`src/nirq_pkg.sv`:
```
package nirq_pkg;

   // Register byte addresses of the common block
   localparam logic [23:0] ADDR_INTERRUPT_CAUSE = 24'hfe0015;
   localparam logic [23:0] ADDR_SOCKET_INTERRUPT_MASK = 24'hfe0016;
   localparam logic [23:0] ADDR_RETRY_PERIOD_HI = 24'hfe0017;
   localparam logic [23:0] ADDR_RETRY_PERIOD_LO = 24'hfe0018;
   localparam logic [23:0] ADDR_RETRY_LIMIT = 24'hfe0019;
   localparam logic [23:0] ADDR_PPP_AUTH_TYPE_HI = 24'hfe001c;
   localparam logic [23:0] ADDR_PPP_AUTH_TYPE_LO = 24'hfe001d;
   localparam logic [23:0] ADDR_PPP_AUTH_ALGORITHM = 24'hfe001e;
   localparam logic [23:0] ADDR_CHIP_VERSION = 24'hfe001f;
   localparam logic [23:0] ADDR_LCP_ECHO_INTERVAL = 24'hfe0028;
   localparam logic [23:0] ADDR_LCP_MAGIC_NUMBER = 24'hfe0029;
   localparam logic [23:0] ADDR_REASSERT_DELAY_HI = 24'hfe0030;
   localparam logic [23:0] ADDR_REASSERT_DELAY_LO = 24'hfe0031;
   localparam logic [23:0] ADDR_SOCKET_SUMMARY = 24'hfe0034;

   // Cause register fields
   localparam int CAUSE_CONFLICT_BIT = 7;
   localparam int CAUSE_DEST_UNREACHABLE_FLAG_BIT = 6;
   localparam int CAUSE_LINK_CLOSED_BIT = 5;
   localparam logic [7:0] CAUSE_IMPL_MASK = 8'he0;

   // Reset values
   localparam logic [7:0] RST_INTERRUPT_CAUSE = 8'h00;
   localparam logic [7:0] RST_SOCKET_INTERRUPT_MASK = 8'h00;
   localparam logic [15:0] RST_RETRY_PERIOD = 16'h07d0;
   localparam logic [7:0] RST_RETRY_LIMIT = 8'h08;
   localparam logic [15:0] RST_PPP_AUTH_TYPE = 16'h0000;
   localparam logic [7:0] RST_PPP_AUTH_ALGORITHM = 8'h00;
   localparam logic [7:0] RST_LCP_ECHO_INTERVAL = 8'h28;
   localparam logic [7:0] RST_LCP_MAGIC_NUMBER = 8'h00;
   localparam logic [15:0] RST_REASSERT_DELAY = 16'h0000;

   // Authentication type codes
   localparam logic [15:0] AUTH_TYPE_PASSWORD = 16'hc023;
   localparam logic [15:0] AUTH_TYPE_CHALLENGE = 16'hc223;

   // Timing
   localparam int CLOCK_PERIOD_NS = 8;
   localparam int RETRY_UNIT_NS = 100000;
   localparam int LCP_UNIT_NS = 25000000;
   localparam int RETRY_UNIT_CYCLES = RETRY_UNIT_NS / CLOCK_PERIOD_NS;
   localparam int LCP_UNIT_CYCLES = LCP_UNIT_NS / CLOCK_PERIOD_NS;
   localparam logic [16:0] RETRY_WAIT_MAX = 17'h0ffff;

   typedef enum logic [1:0] {
      LINE_IDLE,
      LINE_ASSERTED,
      LINE_WAIT
   } nirq_line_type;

   typedef enum logic [1:0] {
      RETRY_IDLE,
      RETRY_WAITING,
      RETRY_DONE
   } nirq_retry_type;

endpackage

```
`src/nirq_tick_divider.sv`:
```
`timescale 1ns/100ps
`default_nettype none
module nirq_tick_divider #(
   parameter int CYCLES = 12500
) (
   input wire logic clk,
   input wire logic rstn,
   input wire logic restart,
   output logic tick
);

   logic [31:0] count_r;

   always_ff @(posedge clk or negedge rstn) begin
      if (!rstn) begin
         count_r <= 32'h0;
         tick <= 1'b0;
      end else if (restart) begin
         count_r <= 32'h0;
         tick <= 1'b0;
      end else if (count_r == 32'(CYCLES - 1)) begin
         count_r <= 32'h0;
         tick <= 1'b1;
      end else begin
         count_r <= count_r + 32'h1;
         tick <= 1'b0;
      end
   end

endmodule // nirq_tick_divider
`default_nettype wire

```
`src/nirq_retry_timer.sv`:
```
`timescale 1ns/100ps
`default_nettype none
module nirq_retry_timer (
   input wire logic clk,
   input wire logic rstn,
   input wire logic unit_tick,
   input wire logic start,
   input wire logic is_tcp,
   input wire logic [2:0] socket,
   input wire logic ack,
   input wire logic [15:0] period,
   input wire logic [7:0] limit,
   output logic resend,
   output logic [7:0] timeout,
   output logic [7:0] close,
   output logic busy
);

   nirq_pkg::nirq_retry_type state_r;
   logic [16:0] wait_r;
   logic [16:0] remain_r;
   logic [8:0] waits_r;
   logic tcp_r;
   logic [2:0] socket_r;
   logic [16:0] doubled;

   assign doubled = {wait_r[15:0], 1'b0};

   always_ff @(posedge clk or negedge rstn) begin
      if (!rstn) begin
         state_r <= nirq_pkg::RETRY_IDLE;
         wait_r <= 17'h0;
         remain_r <= 17'h0;
         waits_r <= 9'h0;
         tcp_r <= 1'b0;
         socket_r <= 3'h0;
         resend <= 1'b0;
         timeout <= 8'h0;
         close <= 8'h0;
      end else begin
         resend <= 1'b0;
         timeout <= 8'h0;
         close <= 8'h0;
         case (state_r)
            nirq_pkg::RETRY_IDLE, nirq_pkg::RETRY_DONE: begin
               state_r <= nirq_pkg::RETRY_IDLE;
               if (start) begin
                  state_r <= nirq_pkg::RETRY_WAITING;
                  wait_r <= {1'b0, period};
                  remain_r <= {1'b0, period};
                  waits_r <= 9'h0;
                  tcp_r <= is_tcp;
                  socket_r <= socket;
               end
            end
            nirq_pkg::RETRY_WAITING: begin
               if (ack) begin
                  state_r <= nirq_pkg::RETRY_IDLE;
               end else if (unit_tick && remain_r > 17'h1) begin
                  remain_r <= remain_r - 17'h1;
               end else if (unit_tick || remain_r == 17'h0) begin
                  // Limit plus one waits in all, then final timeout
                  if (waits_r == {1'b0, limit}) begin
                     state_r <= nirq_pkg::RETRY_DONE;
                     timeout[socket_r] <= 1'b1;
                     close[socket_r] <= tcp_r;
                  end else begin
                     resend <= 1'b1;
                     waits_r <= waits_r + 9'h1;
                     if (tcp_r && doubled <= nirq_pkg::RETRY_WAIT_MAX) begin
                        wait_r <= doubled;
                        remain_r <= doubled;
                     end else begin
                        remain_r <= wait_r;
                     end
                  end
               end
            end
            default: state_r <= nirq_pkg::RETRY_IDLE;
         endcase
      end
   end

   assign busy = (state_r == nirq_pkg::RETRY_WAITING);

endmodule // nirq_retry_timer
`default_nettype wire

```
`src/nirq_core.sv`:
```
// What this block does
// - Core interrupt line is low while any cause bit is set, except during a re-assert wait.
// - ARP request naming our own IP sets cause bit 7.
// - ICMP unreachable after UDP send sets cause bit 6.
// - PPP link closing in PPPoE mode sets cause bit 5.
// - Writing one clears a cause bit; bits 4 to 0 read zero.
// - Mask bit gates its socket summary bit onto the interrupt.
// - Retry period counts 100 us units, resets to 0x07d0.
// - Retry limit resets to 0x08; exceeding it flags socket timeout.
// - TCP final timeout closes the socket with the timeout flag.
// - ARP resent each period, limit plus one waits, then timeout.
// - TCP wait doubles per retry while the result stays within 65535, then holds.
// - Read-only auth type shows 0xc023 or 0xc223.
// - Read-only register shows the PPP auth algorithm used.
// - LCP echo interval resets to 0x28, 25 ms per count.
// - Magic-number register feeds the LCP magic-number option.
// - Read-only register returns a fixed chip version.
// - Re-assert wait is low byte plus one cycles, also when zero; high byte unused.
// - Clearing socket flags releases the line, re-asserts after delay.
// - Summary bit sets on socket event, clears with socket flags.
// - Link-closed event only counts while PPPoE mode bit is one.
`timescale 1ns/100ps
`default_nettype none
module nirq_core #(
   parameter int RETRY_UNIT_CYCLES = nirq_pkg::RETRY_UNIT_CYCLES,
   parameter int LCP_UNIT_CYCLES = nirq_pkg::LCP_UNIT_CYCLES,
   // Arbitrary value, not tied to any part
   parameter logic [7:0] CHIP_VERSION = 8'h5a
) (
   input wire logic CLOCK,
   input wire logic RSTN,
   input wire logic [23:0] ADDR,
   input wire logic [7:0] WR_DATA,
   input wire logic WR_STROBE,
   input wire logic RD_STROBE,
   output logic [7:0] RD_DATA,
   input wire logic ARP_IP_CONFLICT,
   input wire logic ICMP_UNREACHABLE,
   input wire logic PPP_LINK_CLOSED,
   input wire logic PPPOE_MODE,
   input wire logic [7:0] SOCKET_EVENT_SET,
   input wire logic [7:0] SOCKET_EVENT_FLAGS_ZERO,
   input wire logic PPP_AUTH_VALID,
   input wire logic [15:0] PPP_AUTH_TYPE_IN,
   input wire logic [7:0] PPP_AUTH_ALGORITHM_IN,
   input wire logic RETRY_START,
   input wire logic RETRY_IS_TCP,
   input wire logic [2:0] RETRY_SOCKET,
   input wire logic RETRY_ACK,
   output logic RETRY_RESEND,
   output logic [7:0] SOCKET_TIMEOUT,
   output logic [7:0] SOCKET_STATE_CLOSED,
   output logic LCP_ECHO_REQUEST,
   output logic [7:0] LCP_MAGIC_NUMBER,
   output logic [7:0] SOCKET_SUMMARY_FLAGS,
   output logic CORE_IRQ_LINE_N
);

   logic [7:0] interrupt_cause_r;
   logic [7:0] socket_interrupt_mask_r;
   logic [15:0] retry_period_r;
   logic [7:0] retry_limit_r;
   logic [15:0] ppp_auth_type_r;
   logic [7:0] ppp_auth_algorithm_r;
   logic [7:0] lcp_echo_interval_r;
   logic [15:0] interrupt_reassert_delay_r;
   logic [7:0] socket_summary_r;
   logic [7:0] socket_summary_nxt;
   logic [7:0] cause_set;
   logic [7:0] cause_clear;
   logic [7:0] read_value;
   logic wr_cause;
   logic pending;
   logic summary_dropped;
   logic retry_tick;
   logic lcp_tick;
   logic retry_busy;
   nirq_pkg::nirq_line_type line_r;
   logic [7:0] reassert_wait_r;
   logic [7:0] echo_count_r;

   assign wr_cause = WR_STROBE && ADDR == nirq_pkg::ADDR_INTERRUPT_CAUSE;

   // Event sources into the cause register
   always_comb begin
      cause_set = 8'h00;
      cause_set[nirq_pkg::CAUSE_CONFLICT_BIT] = ARP_IP_CONFLICT;
      cause_set[nirq_pkg::CAUSE_DEST_UNREACHABLE_FLAG_BIT] = ICMP_UNREACHABLE;
      cause_set[nirq_pkg::CAUSE_LINK_CLOSED_BIT] = PPP_LINK_CLOSED && PPPOE_MODE;
      cause_clear = wr_cause ? (WR_DATA & nirq_pkg::CAUSE_IMPL_MASK) : 8'h00;
   end

   // Set wins over a same-cycle write-one clear
   always_ff @(posedge CLOCK or negedge RSTN) begin
      if (!RSTN) begin
         interrupt_cause_r <= nirq_pkg::RST_INTERRUPT_CAUSE;
      end else begin
         interrupt_cause_r <= ((interrupt_cause_r & ~cause_clear) | cause_set)
                              & nirq_pkg::CAUSE_IMPL_MASK;
      end
   end

   // Summary bits follow the socket flags; set wins over clear
   always_comb begin
      socket_summary_nxt = (socket_summary_r & ~SOCKET_EVENT_FLAGS_ZERO)
                           | SOCKET_EVENT_SET;
   end

   always_ff @(posedge CLOCK or negedge RSTN) begin
      if (!RSTN) begin
         socket_summary_r <= 8'h00;
         SOCKET_SUMMARY_FLAGS <= 8'h00;
      end else begin
         socket_summary_r <= socket_summary_nxt;
         SOCKET_SUMMARY_FLAGS <= socket_summary_nxt;
      end
   end

   // Software-written configuration
   always_ff @(posedge CLOCK or negedge RSTN) begin
      if (!RSTN) begin
         socket_interrupt_mask_r <= nirq_pkg::RST_SOCKET_INTERRUPT_MASK;
         retry_period_r <= nirq_pkg::RST_RETRY_PERIOD;
         retry_limit_r <= nirq_pkg::RST_RETRY_LIMIT;
         lcp_echo_interval_r <= nirq_pkg::RST_LCP_ECHO_INTERVAL;
         LCP_MAGIC_NUMBER <= nirq_pkg::RST_LCP_MAGIC_NUMBER;
         interrupt_reassert_delay_r <= nirq_pkg::RST_REASSERT_DELAY;
      end else if (WR_STROBE) begin
         case (ADDR)
            nirq_pkg::ADDR_SOCKET_INTERRUPT_MASK: socket_interrupt_mask_r <= WR_DATA;
            nirq_pkg::ADDR_RETRY_PERIOD_HI: retry_period_r[15:8] <= WR_DATA;
            nirq_pkg::ADDR_RETRY_PERIOD_LO: retry_period_r[7:0] <= WR_DATA;
            nirq_pkg::ADDR_RETRY_LIMIT: retry_limit_r <= WR_DATA;
            nirq_pkg::ADDR_LCP_ECHO_INTERVAL: lcp_echo_interval_r <= WR_DATA;
            nirq_pkg::ADDR_LCP_MAGIC_NUMBER: LCP_MAGIC_NUMBER <= WR_DATA;
            nirq_pkg::ADDR_REASSERT_DELAY_HI: interrupt_reassert_delay_r[15:8] <= WR_DATA;
            nirq_pkg::ADDR_REASSERT_DELAY_LO: interrupt_reassert_delay_r[7:0] <= WR_DATA;
            default: begin
            end
         endcase
      end
   end

   // Negotiated PPP results, captured from the link logic
   always_ff @(posedge CLOCK or negedge RSTN) begin
      if (!RSTN) begin
         ppp_auth_type_r <= nirq_pkg::RST_PPP_AUTH_TYPE;
         ppp_auth_algorithm_r <= nirq_pkg::RST_PPP_AUTH_ALGORITHM;
      end else if (PPP_AUTH_VALID) begin
         // Only the two supported methods are reported
         if (PPP_AUTH_TYPE_IN == nirq_pkg::AUTH_TYPE_PASSWORD
             || PPP_AUTH_TYPE_IN == nirq_pkg::AUTH_TYPE_CHALLENGE) begin
            ppp_auth_type_r <= PPP_AUTH_TYPE_IN;
         end
         ppp_auth_algorithm_r <= PPP_AUTH_ALGORITHM_IN;
      end
   end

   // Read mux; 16-bit registers hold the high byte at the lower address
   always_comb begin
      case (ADDR)
         nirq_pkg::ADDR_INTERRUPT_CAUSE: read_value = interrupt_cause_r;
         nirq_pkg::ADDR_SOCKET_INTERRUPT_MASK: read_value = socket_interrupt_mask_r;
         nirq_pkg::ADDR_RETRY_PERIOD_HI: read_value = retry_period_r[15:8];
         nirq_pkg::ADDR_RETRY_PERIOD_LO: read_value = retry_period_r[7:0];
         nirq_pkg::ADDR_RETRY_LIMIT: read_value = retry_limit_r;
         nirq_pkg::ADDR_PPP_AUTH_TYPE_HI: read_value = ppp_auth_type_r[15:8];
         nirq_pkg::ADDR_PPP_AUTH_TYPE_LO: read_value = ppp_auth_type_r[7:0];
         nirq_pkg::ADDR_PPP_AUTH_ALGORITHM: read_value = ppp_auth_algorithm_r;
         nirq_pkg::ADDR_CHIP_VERSION: read_value = CHIP_VERSION;
         nirq_pkg::ADDR_LCP_ECHO_INTERVAL: read_value = lcp_echo_interval_r;
         nirq_pkg::ADDR_LCP_MAGIC_NUMBER: read_value = LCP_MAGIC_NUMBER;
         nirq_pkg::ADDR_REASSERT_DELAY_HI: read_value = interrupt_reassert_delay_r[15:8];
         nirq_pkg::ADDR_REASSERT_DELAY_LO: read_value = interrupt_reassert_delay_r[7:0];
         nirq_pkg::ADDR_SOCKET_SUMMARY: read_value = socket_summary_r;
         default: read_value = 8'h00;
      endcase
   end

   // Read data stands only in the cycle after the strobe
   always_ff @(posedge CLOCK or negedge RSTN) begin
      if (!RSTN) begin
         RD_DATA <= 8'h00;
      end else if (RD_STROBE) begin
         RD_DATA <= read_value;
      end else begin
         RD_DATA <= 8'h00;
      end
   end

   // Interrupt line control
   assign pending = (|interrupt_cause_r)
                    || (|(socket_summary_r & socket_interrupt_mask_r));
   // A masked summary bit falling forces a visible release
   assign summary_dropped = |(socket_summary_r & ~socket_summary_nxt
                              & socket_interrupt_mask_r);

   always_ff @(posedge CLOCK or negedge RSTN) begin
      if (!RSTN) begin
         line_r <= nirq_pkg::LINE_IDLE;
         reassert_wait_r <= 8'h00;
         CORE_IRQ_LINE_N <= 1'b1;
      end else begin
         case (line_r)
            nirq_pkg::LINE_IDLE: begin
               CORE_IRQ_LINE_N <= 1'b1;
               if (pending) begin
                  line_r <= nirq_pkg::LINE_ASSERTED;
                  CORE_IRQ_LINE_N <= 1'b0;
               end
            end
            nirq_pkg::LINE_ASSERTED: begin
               if (!pending) begin
                  line_r <= nirq_pkg::LINE_IDLE;
                  CORE_IRQ_LINE_N <= 1'b1;
               end else if (summary_dropped) begin
                  // Release now; wait is low byte plus one high cycles
                  line_r <= nirq_pkg::LINE_WAIT;
                  reassert_wait_r <= interrupt_reassert_delay_r[7:0];
                  CORE_IRQ_LINE_N <= 1'b1;
               end
            end
            nirq_pkg::LINE_WAIT: begin
               if (reassert_wait_r != 8'h00) begin
                  reassert_wait_r <= reassert_wait_r - 8'h01;
               end else if (pending) begin
                  line_r <= nirq_pkg::LINE_ASSERTED;
                  CORE_IRQ_LINE_N <= 1'b0;
               end else begin
                  line_r <= nirq_pkg::LINE_IDLE;
               end
            end
            default: begin
               line_r <= nirq_pkg::LINE_IDLE;
               CORE_IRQ_LINE_N <= 1'b1;
            end
         endcase
      end
   end

   // Retransmission timing
   nirq_tick_divider #(
      .CYCLES(RETRY_UNIT_CYCLES)
   ) retry_unit (
      .clk(CLOCK),
      .rstn(RSTN),
      .restart(RETRY_START && !retry_busy),
      .tick(retry_tick)
   );

   nirq_retry_timer retry_engine (
      .clk(CLOCK),
      .rstn(RSTN),
      .unit_tick(retry_tick),
      .start(RETRY_START),
      .is_tcp(RETRY_IS_TCP),
      .socket(RETRY_SOCKET),
      .ack(RETRY_ACK),
      .period(retry_period_r),
      .limit(retry_limit_r),
      .resend(RETRY_RESEND),
      .timeout(SOCKET_TIMEOUT),
      .close(SOCKET_STATE_CLOSED),
      .busy(retry_busy)
   );

   // LCP echo pacing, only while PPPoE mode is on
   nirq_tick_divider #(
      .CYCLES(LCP_UNIT_CYCLES)
   ) lcp_unit (
      .clk(CLOCK),
      .rstn(RSTN),
      .restart(!PPPOE_MODE),
      .tick(lcp_tick)
   );

   always_ff @(posedge CLOCK or negedge RSTN) begin
      if (!RSTN) begin
         echo_count_r <= 8'h00;
         LCP_ECHO_REQUEST <= 1'b0;
      end else begin
         LCP_ECHO_REQUEST <= 1'b0;
         if (!PPPOE_MODE || lcp_echo_interval_r == 8'h00) begin
            echo_count_r <= 8'h00;
         end else if (lcp_tick) begin
            if (echo_count_r + 8'h01 >= lcp_echo_interval_r) begin
               echo_count_r <= 8'h00;
               LCP_ECHO_REQUEST <= 1'b1;
            end else begin
               echo_count_r <= echo_count_r + 8'h01;
            end
         end
      end
   end

endmodule // nirq_core
`default_nettype wire

```
`config.mk`:
```
export PLATFORM = sky130hd
export DESIGN_NAME = nirq_core
export DESIGN_NICKNAME = d
export VERILOG_FILES = /design/src/nirq_pkg.sv /design/src/nirq_tick_divider.sv /design/src/nirq_retry_timer.sv /design/src/nirq_core.sv
export SDC_FILE = /design/constraint.sdc
export NUM_CORES = 1
export LEC_CHECK = 0
export BUFFER_PORTS_ARGS = -buffer_cell sky130_fd_sc_hd__buf_2
export CAP_MARGIN = 25
export CORE_MARGIN = 2
export CORE_UTILIZATION = 35
export DETAILED_ROUTE_END_ITERATION = 10
export GPL_ROUTABILITY_DRIVEN = 1
export RECOVER_POWER = 50
export SYNTH_ARGS = -nofsm -noshare
export SYNTH_HDL_FRONTEND = slang
export SYNTH_SLANG_ARGS = --single-unit
```
`constraint.sdc`:
```
create_clock -name CLOCK -period 3.7 [get_ports CLOCK]
set_clock_uncertainty 0.15 [all_clocks]
set_input_delay 1.11 -clock CLOCK [delete_from_list [all_inputs] [get_ports CLOCK]]
set_output_delay 1.11 -clock CLOCK [all_outputs]
set_load 0.02 [all_outputs]
```
==> impl_metrics.py, run 1 <==
metrics = {
    "die": {
        "core_area_sq_um": 37400,
        "fp.dieH_microns": 198.1,
        "initial_core_util": 0.3525,
        "ios": 130,
        "rows": 71,
        "dieArea_sq_um": 39240,
        "die_w_microns": 198.1,
    },
    "worst_setup_path": {
        "cp_num_buf_inv": 1,
        "critPathKind": "input port to flop",
        "cp_cell_sequence": "buf_2 > or4_1 > or3_1 > nor3_1 > nand3_1 > and4_1 > a31oi_1",
        "path_delay_family": "simple AND/OR/NAND/NOR gates",
        "slowest_delay_ps": 740,
        "crit_arrival_ps": 3500,
        "r2r_start": "retry_engine.remain_r[3]$_DFFE_PN0P_",
        "crit_required_ps": 4030,
        "r2r-end": "retry_engine.wait_r[13]$_DFFE_PN0P_",
        "worstSetupStartpointType": "input port",
        "r2r_slack_ps": 680,
        "end_kind": "flop",
        "ff2ff_path_depth": 6,
        "crit_fanout": 8,
        "critPathSlowestCell": "or4_1",
    },
    "clock_network": {
        "cts-resized-gates": 0,
        "cts.clk_slew.worst_paths_ps": 60,
        "htreeDepth": 1,
        "cts_hold_buf": 0,
        "clk_latency_ps": 570,
        "clock_sinks": 259,
        "tritoncts": "built",
        "numCtsBuffers": 29,
        "cts_post_setup_buffers_inserted": 0,
        "cts_buffer_depth": 3,
        "cts_root_buf": "clkbuf_16",
    },
    "pwr": {
        "p_seq_frac": 0.444,
        "p_switching_mw": 2.031,
        "p_clk_frac": 0.415,
        "power_mw": 7.271,
        "p_leak_nw": 7.037,
        "power_frac_comb": 0.141,
        "peakVddDrop_v": 0.0003300,
        "p_int_mw": 5.240,
        "swShare": 0.2794,
        "power.density_nw_per_um2": 465.0,
    },
    "global_routing": {
        "grt_pass1_vias": 10270,
        "grtUsageTotal": 0.1850,
        "grt_overflow": 0,
        "antenna_found_initial": 2,
        "grt_max_degree": 81,
        "grt_pass1_wl_microns": 57300,
    },
    "cells_and_area": {
        "syn2layout_area_growth_pct": 18.62,
        "final_nets": 1542,
        "layout-drive-gt1-share": 0.1943,
        "final_cells": 1973,
        "final_core_util": 0.4182,
        "fillers": 3643,
        "diodes": 0,
    },
    "logic_synthesis": {
        "yosysSeqAreaShare": 0.4926,
        "ys.flop_type": "dfrtp_1",
        "synth_top_area_frac": 0.4726,
        "synthTopCellsByCount": "249 x dfrtp_1, 131 x nor2_1, 111 x nand2_1",
        "syn_nets": 1390,
        "async_flop_share": 1.000,
        "ys_ff_latch": 259,
        "synth_area_sq_um": 13180,
        "synthTopCellsByArea": "dfrtp_1 47%, mux2_1 4.4%, nor2_1 3.7%",
        "ys_warn_count": 0,
        "synth_edf_count": 0,
        "syn_inst": 1287,
        "yosys.area.top_type": "dfrtp_1",
        "synth_area_per_cell_sq_um": 10.24,
        "synth_cell_types": 79,
        "synth.most_common_cell": "dfrtp_1",
    },
    "hold_path": {
        "min_to": "ppp_auth_type_r[15]$_DFFE_PN0P_",
        "whs_path_depth": 1,
        "holdCritPathClass": "flop to flop",
        "worstHoldStart": "ppp_auth_type_r[15]$_DFFE_PN0P_",
    },
    "routing": {
        "dr.pass1.iters": 5,
        "drtIter0Drc": 896,
        "drc_errors": 0,
        "avgViaCountPerCell": 5.353,
        "dr_wl_met3_microns": 1855,
        "wire_per_inst_microns": 18.41,
        "wl_met1_microns": 16510,
        "top_layer": "met5",
        "wl_met2_microns": 16910,
        "wirelength_microns": 36320,
        "vias": 10560,
        "ant_nets": 0,
    },
    "status": {
        "status": "complete, but fails checks",
        "violations": "capacitance limit, slew limit",
    },
    "sta": {
        "finalSetupViolations": 0,
        "worst_slack_ps": 530.9,
        "drv_slew": 46,
        "fmax_mhz": 315.5,
        "period_minus_slack_ps": 3169,
        "max_slew.worst_pin.slew_ps": 2446,
        "min_period_over_period": 0.8565,
        "hold_viol": 0,
        "max_slew_margin": -0.6310,
        "rsz0062_at_grt": "false",
    },
    "placement": {
        "hpwlAfterDp_microns": 26050,
        "place_congestion": 0.9035,
        "io_buffers": 129,
        "place_ws_ps": -19.45,
        "dp_cells": 1919,
    },
    "run": {
        "cap_violations": 1,
    },
}
## area by class of cell
cell class | instances | area [sq um] | area share
Inverter | 38 | 142.6 | 0.009121
Multi-Input combinational cell | 940 | 6356 | 0.4064
Tap cell | 511 | 639.4 | 0.04088
Clock inverter | 11 | 153.9 | 0.009841
Clock buffer | 43 | 858.3 | 0.05488
Timing Repair Buffer | 171 | 994.7 | 0.06361
Sequential cell | 259 | 6494 | 0.4152
## cell usage in the layout (no fill, tap or decap), types with 36 or more instances in the layout
cell / n
mux2_1: 51
nor2_1: 131
xnor2_1: 40
mux2_2: 36
nand2_1: 111
buf_2: 122
o21ai_0: 37
nor3_1: 36
buf_4: 38
nand3_1: 56
dfrtp_1: 249
inv_1: 37
xor2_1: 40
## worst max-delay path by stage
stage / start / endpoint / cells past startpoint
CTS: ADDR[9] / RD_DATA[3]$_DFF_PN0_ / 7
global route: RSTN / retry_engine.waits_r[4]$_DFFE_PN0P_ / 1
global placement: ADDR[9] / RD_DATA[3]$_DFF_PN0_ / 7
finish: ADDR[9] / RD_DATA[3]$_DFF_PN0_ / 7
floorplan: ADDR[9] / retry_limit_r[0]$_DFFE_PN0P_ / 6
detailed placement: ADDR[9] / RD_DATA[3]$_DFF_PN0_ / 7
## worst register-to-register path, cell delays in order, from the launching register on
cell and delay, ps:
dfrtp_1 460, nor4_4 550, nand4_4 260, a211oi_4 390, a31oi_4 280, a21oi_2 620, a2bb2oi_1 210
## stage by stage
| stage | hold slack (ps) | area (sq um) | TNS [ps] |
|---|---|---|---|
| floorplan | 278.5 | 13180 | 0 |
| global placement | 295.7 | 14640 | -2.217 |
| detailed placement | 299.9 | 14640 | -19.45 |
| CTS | 305.6 | 15660 | 0 |
| global route | 326.0 | 15640 | 0 |
| finish | 310.1 | 15640 | 0 |
## power groups by stage
| stage | Clock (mW) | Combinational, mW | Sequential [mW] |
|---|---|---|---|
| after floorplan | 0 | 0.699 | 3.22 |
| after global placement | 0 | 1.01 | 3.27 |
| after detailed placement | 0 | 1.03 | 3.28 |
| after CTS | 3.09 | 1.03 | 3.23 |
| after global routing | 3.22 | 1.13 | 3.26 |
| final | 3.02 | 1.02 | 3.23 |
## logic make-up (layout without fill, tap and decap cells)
logic type | after synthesis | in the layout | share of synthesized area
fa+ha+maj | 16 | 16 | 0.01518
xor+xnor | 80 | 80 | 0.05315
mux | 109 | 109 | 0.09101
simple gates | 510 | 510 | 0.2005
flops | 259 | 259 | 0.4926
compound gates | 225 | 225 | 0.1218
buf+inv | 88 | 263 | 0.02581
## sequential cells by signal, summed over array words and instances, names as in the netlist, 9 cells and up
| register | count |
|---|---|
| retry_engine.wait_r | 17 |
| lcp_unit.count_r | 32 |
| retry_engine.remain_r | 17 |
| retry_engine.waits_r | 9 |
| retry_unit.count_r | 32 |
| retry_period_r | 16 |
| ppp_auth_type_r | 16 |
| interrupt_reassert_delay_r | 16 |
## routing by layer
layer | track usage | vias up
met2 | 0.2962 | 260
li1 | - | 4986
met3 | 0.02810 | 72
met1 | 0.2581 | 5241
met4 | 0.05792 | 2
met5 | 0 | -
No activity file was read; power rests on OpenSTA's default activity.
==> run 2, diff against run 1 <==
Settings changed: SYNTH_HIERARCHICAL set to 1.
==> run 2 against run 1 <==
Net effect:
- the flow still finishes with violations (capacitance limit, slew limit)
- non-clock buffer count down 7
- die area up 5.4%
- synthesized area up 5.5%
- core utilization down 0.49 points
- flip-flop and latch count unchanged
- global-route usage up 0.93 points
- via count up 9.3%
==> impl_metrics.py, run 2 <==
metrics = {
    "worst_setup_path": {
        "crit_arrival_ps": 3680,
        "r2r-end": "retry_engine/timeout[0]$_DFF_PN0_",
        "cp-startpoint": "retry_engine/remain_r[5]$_DFFE_PN0P_",
        "critPathSlowestCell": "or4_1",
        "slowest_delay_ps": 690,
        "crit_required_ps": 4040,
        "cp_num_buf_inv": 0,
        "setup.worst_path.end": "retry_engine/timeout[0]$_DFF_PN0_",
        "r2r_start": "retry_engine/remain_r[5]$_DFFE_PN0P_",
        "r2r_slack_ps": 360,
        "cp_cell_sequence": "or4_1 > or3_1 > or3_4 > a2111oi_4 > or3b_1 > nor2_1",
        "path_delay_family": "simple AND/OR/NAND/NOR gates",
        "path_depth": 6,
        "ff2ff_path_depth": 6,
        "end_kind": "flop",
        "worstSetupStartpointType": "flop",
        "crit_fanout": 12,
        "critPathKind": "flop to flop",
    },
    "clock_network": {
        "numCtsBuffers": 31,
        "htreeDepth": 1,
        "cts_post_setup_buffers_inserted": 0,
        "clock_sinks": 259,
        "cts.clk_slew.worst_paths_ps": 60,
        "cts-resized-gates": 0,
        "cts_root_buf": "clkbuf_16",
        "clk_latency_ps": 560,
        "tritoncts": "built",
        "cts_buffer_depth": 3,
        "cts_hold_buf": 0,
    },
    "sta": {
        "min_period_over_period": 0.9025,
        "rsz0062_at_grt": "false",
        "finalSetupViolations": 0,
        "period_minus_slack_ps": 3339,
        "hold_viol": 0,
        "max_slew.worst_pin.slew_ps": 1800,
        "fmax_mhz": 299.5,
        "drv_slew": 65,
        "tns_ps": 0,
        "max_slew_margin": -0.2001,
    },
    "global_routing": {
        "grt_max_degree": 66,
        "grtUsageTotal": 0.1944,
        "grt_overflow": 0,
        "antenna_found_initial": 1,
        "grt_pass1_wl_microns": 64110,
        "grt_pass1_vias": 11320,
    },
    "logic_synthesis": {
        "synth_edf_count": 0,
        "yosysSeqAreaShare": 0.4667,
        "ys_ff_latch": 259,
        "synthTopCellsByArea": "dfrtp_1 45%, mux2_2 5.9%, nor2_1 2.8%",
        "synthTopCellsByCount": "249 x dfrtp_1, 104 x nor2_1, 103 x nand2_1",
        "synth_cell_types": 91,
        "ys.flop_type": "dfrtp_1",
        "synth_top_area_frac": 0.4478,
        "ys_warn_count": 6,
        "synth.most_common_cell": "dfrtp_1",
        "async_flop_share": 1.000,
        "syn_inst": 1353,
        "yosys.area.top_type": "dfrtp_1",
        "synth_area_sq_um": 13910,
        "synth_area_per_cell_sq_um": 10.28,
        "syn_nets": 1457,
    },
    "status": {
        "violations": "capacitance limit, slew limit",
        "status": "complete, but fails checks",
    },
    "cells_and_area": {
        "final_common_cell": "dfrtp_1",
        "final_nets": 1595,
        "syn2layout_area_growth_pct": 17.20,
        "final_cell_mix": "249 x dfrtp_1, 119 x buf_2, 104 x nor2_1, 103 x nand2_1, 73 x mux2_2",
        "layout-drive-gt1-share": 0.2186,
        "finalInstanceArea_sq_um": 16310,
        "largestRegisters": "lcp_unit/count_r (32), retry_unit/count_r (32)",
        "final_core_util": 0.4133,
    },
    "die": {
        "die_w_microns": 203.4,
        "ios": 130,
        "core_area_sq_um": 39460,
        "dieArea_sq_um": 41360,
        "rows": 73,
        "fp.dieH_microns": 203.4,
        "initial_core_util": 0.3526,
    },
    "placement": {
        "io_buffers": 129,
        "place_congestion": 0.9060,
        "place_area_sq_um": 15260,
        "hpwlAfterDp_microns": 29430,
    },
    "routing": {
        "wire_per_inst_microns": 19.79,
        "vias": 11540,
        "drtIter0Drc": 929,
        "avgViaCountPerCell": 5.659,
        "dr.pass1.iters": 7,
        "ant_nets": 0,
        "drc_errors": 0,
        "wirelength_microns": 40380,
    },
    "pwr": {
        "p_leak_nw": 7.080,
        "power_mw": 7.093,
        "peakVddDrop_v": 0.0002842,
        "power.density_nw_per_um2": 435.0,
    },
    "hold_path": {
        "holdCritPathClass": "flop to flop",
    },
    "run": {
        "cap_violations": 1,
    },
}
-- run 2: cell count changes after synthesis, sizes merged, moves of 11 or more --
| cell | before | now |
|---|---|---|
| o22ai | 21 | 3 |
| or4 | 5 | 24 |
| o2bb2ai | 2 | 16 |
| nand4 | 35 | 49 |
| or3 | 11 | 22 |
| a21oi | 28 | 48 |
| xor2 | 40 | 21 |
| a22o | 10 | 22 |
| nor2 | 135 | 105 |
| a2bb2oi | 14 | 2 |
| xnor2 | 40 | 28 |
| o31ai | 4 | 20 |
-- run 2: how the worst min path moves through the flow --
stage | start | endpoint | slack, ps | cells after the start
after floorplan | ppp_auth_type_r[5]$_DFFE_PN0P_ | ppp_auth_type_r[5]$_DFFE_PN0P_ | 280 | 1
after global placement | ppp_auth_type_r[1]$_DFFE_PN0P_ | ppp_auth_type_r[1]$_DFFE_PN0P_ | 300 | 1
after detailed placement | ppp_auth_type_r[14]$_DFFE_PN0P_ | ppp_auth_type_r[14]$_DFFE_PN0P_ | 310 | 1
after CTS | ppp_auth_type_r[14]$_DFFE_PN0P_ | ppp_auth_type_r[14]$_DFFE_PN0P_ | 320 | 1
after global routing | ppp_auth_type_r[15]$_DFFE_PN0P_ | ppp_auth_type_r[15]$_DFFE_PN0P_ | 350 | 1
final | retry_unit/count_r[0]$_DFF_PN0_ | retry_unit/count_r[0]$_DFF_PN0_ | 320 | 1
-- run 2: cells by family after synthesis --
group | after synthesis | synth area share
simple gates | 535 | 0.2194
flops | 259 | 0.4667
mux | 103 | 0.08354
compound gates | 295 | 0.1544
buf+inv | 95 | 0.02977
fa+ha+maj | 17 | 0.01529
xor+xnor | 49 | 0.03085
-- run 2: where the power goes --
part	switching [mW]	internal, mW	total (mW)
Sequential	0.128	2.93	3.06
Combinational	0.510	0.268	0.778
Clock	1.22	2.03	3.25
Total	1.86	5.23	7.09
-- run 2: metrics by stage --
stage / std cells / hold WS [ps] / worst slack, ps
after global placement: 1983 / 298.8 / 265.1
after CTS: 2039 / 319.1 / 391.8
after floorplan: 1353 / 278.5 / 643.9
after detailed placement: 1983 / 305.6 / 270.0
final: 2040 / 321.6 / 360.9
after global routing: 2039 / 349.7 / 219.5
-- run 2: final cells by class --
| type | instances | area (sq um) |
|---|---|---|
| Antenna cell | 1 | 2.502 |
| Clock buffer | 41 | 893.4 |
| Clock inverter | 15 | 210.2 |
| Fill cell | 3835 | 23150 |
| Inverter | 36 | 135.1 |
| Multi-Input combinational cell | 999 | 7015 |
| Sequential cell | 259 | 6494 |
| Tap cell | 525 | 656.9 |
| Timing Repair Buffer | 164 | 899.6 |
-- run 2: routing by layer --
layer,vias to the layer above,wire [microns],GRT usage,part of all wire
met5,-,0,0,0
met1,5776,18390,0.2750,0.46
met4,0,971,0.05683,0.024
li1,5391,-,-,-
met3,56,2176,0.02621,0.054
met2,321,18840,0.3109,0.47
==> run 3, diff against run 2 <==
Settings changed: CTS_BUF_LIST set to sky130_fd_sc_hd__clkbuf_2.
==> run 3 against run 2 <==
Net effect:
- the run still ends with capacitance limit, slew limit left
- critical path type unchanged
- highest routed layer unchanged
- count of clock-buffer cells in the layout is 62 higher
- cell count is 3.8% higher
- worst hold slack worse by 92 ps
- sequential power about the same
- clock power fell by 33%
- largest power group is now registers
- combinational power about the same
- die area is the same
- setup slack better by 36 ps
- non-clock buffer count grew 1
- flip-flop and latch count unchanged
- final area is 2.3% lower
- via count rose by 2.4%
==> impl_metrics.py, run 3 (synthesized netlist as in run 2, its figures left out) <==
metrics = {
    "worst_setup_path": {
        "path_delay_family": "simple AND/OR/NAND/NOR gates",
        "cp_cell_sequence": "or4_1 > or3_1 > or3_4 > a2111oi_4 > or3b_1 > nor2_1",
        "worstSetupStartpointType": "flop",
        "crit_arrival_ps": 3990,
        "end_kind": "flop",
        "r2r_slack_ps": 400,
        "crit_fanout": 12,
        "critPathKind": "flop to flop",
        "critPathSlowestCell": "or4_1",
        "crit_required_ps": 4380,
        "cp_num_buf_inv": 0,
        "slowest_delay_ps": 680,
    },
    "placement": {
        "place_congestion": 0.9060,
        "io_buffers": 129,
        "hpwlAfterDp_microns": 29430,
    },
    "clock_network": {
        "cts.clk_slew.worst_paths_ps": 100,
        "cts-resized-gates": 0,
        "htreeDepth": 3,
        "tritoncts": "built",
        "numCtsBuffers": 73,
        "clock_sinks": 259,
        "cts_root_buf": "clkbuf_2",
        "cts_buffer_depth": 3,
        "clk_latency_ps": 910,
    },
    "routing": {
        "wire_per_inst_microns": 19.19,
        "wirelength_microns": 40640,
        "drtIter0Drc": 899,
        "dr.pass1.iters": 5,
        "ant_nets": 0,
        "vias": 11820,
        "avgViaCountPerCell": 5.582,
        "drc_errors": 0,
    },
    "global_routing": {
        "antenna_found_initial": 2,
        "grt_pass1_vias": 11770,
        "grt_pass1_wl_microns": 64830,
        "grt_overflow": 0,
        "grtUsageTotal": 0.1985,
        "grt_max_degree": 66,
    },
    "pwr": {
        "power.density_nw_per_um2": 376.6,
        "p_int_mw": 4.097,
        "swShare": 0.3175,
        "power_frac_comb": 0.130,
        "p_clk_frac": 0.361,
        "p_switching_mw": 1.906,
        "power_mw": 6.003,
        "p_seq_frac": 0.509,
        "p_leak_nw": 7.078,
        "peakVddDrop_v": 0.0001411,
    },
    "cells_and_area": {
        "layout-drive-gt1-share": 0.2508,
        "final_cell_mix": "249 x dfrtp_1, 127 x buf_2, 105 x clkbuf_2, 104 x nor2_1, 103 x nand2_1",
        "final_common_cell": "dfrtp_1",
        "largestRegisters": "lcp_unit/count_r (32), retry_unit/count_r (32)",
        "final_nets": 1638,
        "syn2layout_area_growth_pct": 14.56,
    },
    "sta": {
        "fmax_mhz": 302.7,
        "hold_viol": 0,
        "max_slew_margin": -0.2537,
        "finalSetupViolations": 0,
        "min_period_over_period": 0.8927,
        "rsz0062_at_grt": "false",
        "whs_ps": 229.9,
        "tns_ps": 0,
        "max_slew.worst_pin.slew_ps": 1881,
        "drv_slew": 63,
        "period_minus_slack_ps": 3303,
    },
    "die": {
        "fp.dieH_microns": 203.4,
        "ios": 130,
        "initial_core_util": 0.3526,
        "rows": 73,
        "die_w_microns": 203.4,
        "dieArea_sq_um": 41360,
        "core_area_sq_um": 39460,
    },
    "status": {
        "status": "complete, but fails checks",
        "violations": "capacitance limit, slew limit",
    },
    "hold_path": {
        "holdCritPathClass": "input port to flop",
    },
    "run": {
        "cap_violations": 1,
    },
}
-- run 3: cell count changes in the layout (fill, tap and decap cells not counted), moves of 3 or more --
| cell | delta |
|---|---|
| clkbuf_2 | +103 |
| clkbuf_16 | -31 |
| clkinv_1 | +18 |
| clkbuf_1 | -10 |
| buf_2 | +8 |
| clkbuf_8 | -8 |
| and2_0 | +6 |
| and2_1 | -6 |
| bufinv_16 | -3 |
-- run 3: final cells by class --
| cell class | instances | area (sq um) |
|---|---|---|
| repair buffers | 165 | 944.7 |
| inverters | 36 | 135.1 |
| clock buffers | 103 | 515.5 |
| well taps | 525 | 656.9 |
| diodes | 2 | 5.005 |
| fillers | 3939 | 23520 |
| flip-flops and latches | 259 | 6494 |
| multi-input cells | 999 | 7015 |
| clock inverters | 29 | 172.7 |
-- run 3: worst reg2reg max path: cells and delay by family, from the launching register on --
| family | cells | cell delay (ps) |
|---|---|---|
| AOI/OAI and AO/OA | 1 | 470 |
| and+or+nand+nor | 5 | 2230 |
| DFF | 1 | 420 |
-- run 3: path summary, 6_finish.rpt --
kind | start | endpoint | cells after the start
setup / recovery | retry_engine/remain_r[5]$_DFFE_PN0P_ | retry_engine/timeout[0]$_DFF_PN0_ | 6
min in group asynchronous | RSTN | retry_engine/close[1]$_DFF_PN0_ | 2
hold reg to reg | retry_unit/count_r[0]$_DFF_PN0_ | retry_unit/count_r[0]$_DFF_PN0_ | 1
setup reg to reg | retry_engine/remain_r[5]$_DFFE_PN0P_ | retry_engine/timeout[0]$_DFF_PN0_ | 6
hold / removal | SOCKET_EVENT_SET[7] | socket_summary_r[7]$_DFF_PN0_ | 2
max in group asynchronous | RSTN | retry_engine/remain_r[13]$_DFFE_PN0P_ | 3
-- run 3: per-stage QoR --
step | utilization | area [sq um] | cells | setup slack (ps)
after floorplan | - | 13910 | 1353 | 643.9
after global placement | 0.3867 | 15260 | 1983 | 265.1
after detailed placement | 0.3867 | 15260 | 1983 | 270.0
after CTS | 0.4044 | 15960 | 2116 | 426.3
after global routing | 0.4039 | 15940 | 2117 | 257.3
final | 0.4040 | 15940 | 2118 | 396.8
-- run 3: what timing repair did --
action | in CTS | in global routing
hold buffers | 1 | 0
endpoints found under the setup margin | 0 | 0
buffers inserted | 0 | 0
hold endpoints to repair | 46 | 0
-- run 3: power groups by stage --
| stage | Clock (mW) | Sequential, mW | Combinational [mW] |
|---|---|---|---|
| finish | 2.17 | 3.05 | 0.780 |
| global route | 2.42 | 3.07 | 0.868 |
| CTS | 2.25 | 3.05 | 0.784 |
| detailed placement | 0 | 3.11 | 0.780 |
| global placement | 0 | 3.10 | 0.773 |
| floorplan | 0 | 3.08 | 0.466 |
-- run 3: routing by layer --
metal / part of all wire / global-route usage / vias to the layer above / wire length (microns)
met5: 0 / 0 / - / 0
met4: 0.029 / 0.07430 / 0 / 1162
met3: 0.054 / 0.04027 / 79 / 2210
met2: 0.47 / 0.3098 / 366 / 18930
met1: 0.45 / 0.2721 / 5865 / 18350
li1: - / - / 5513 / -
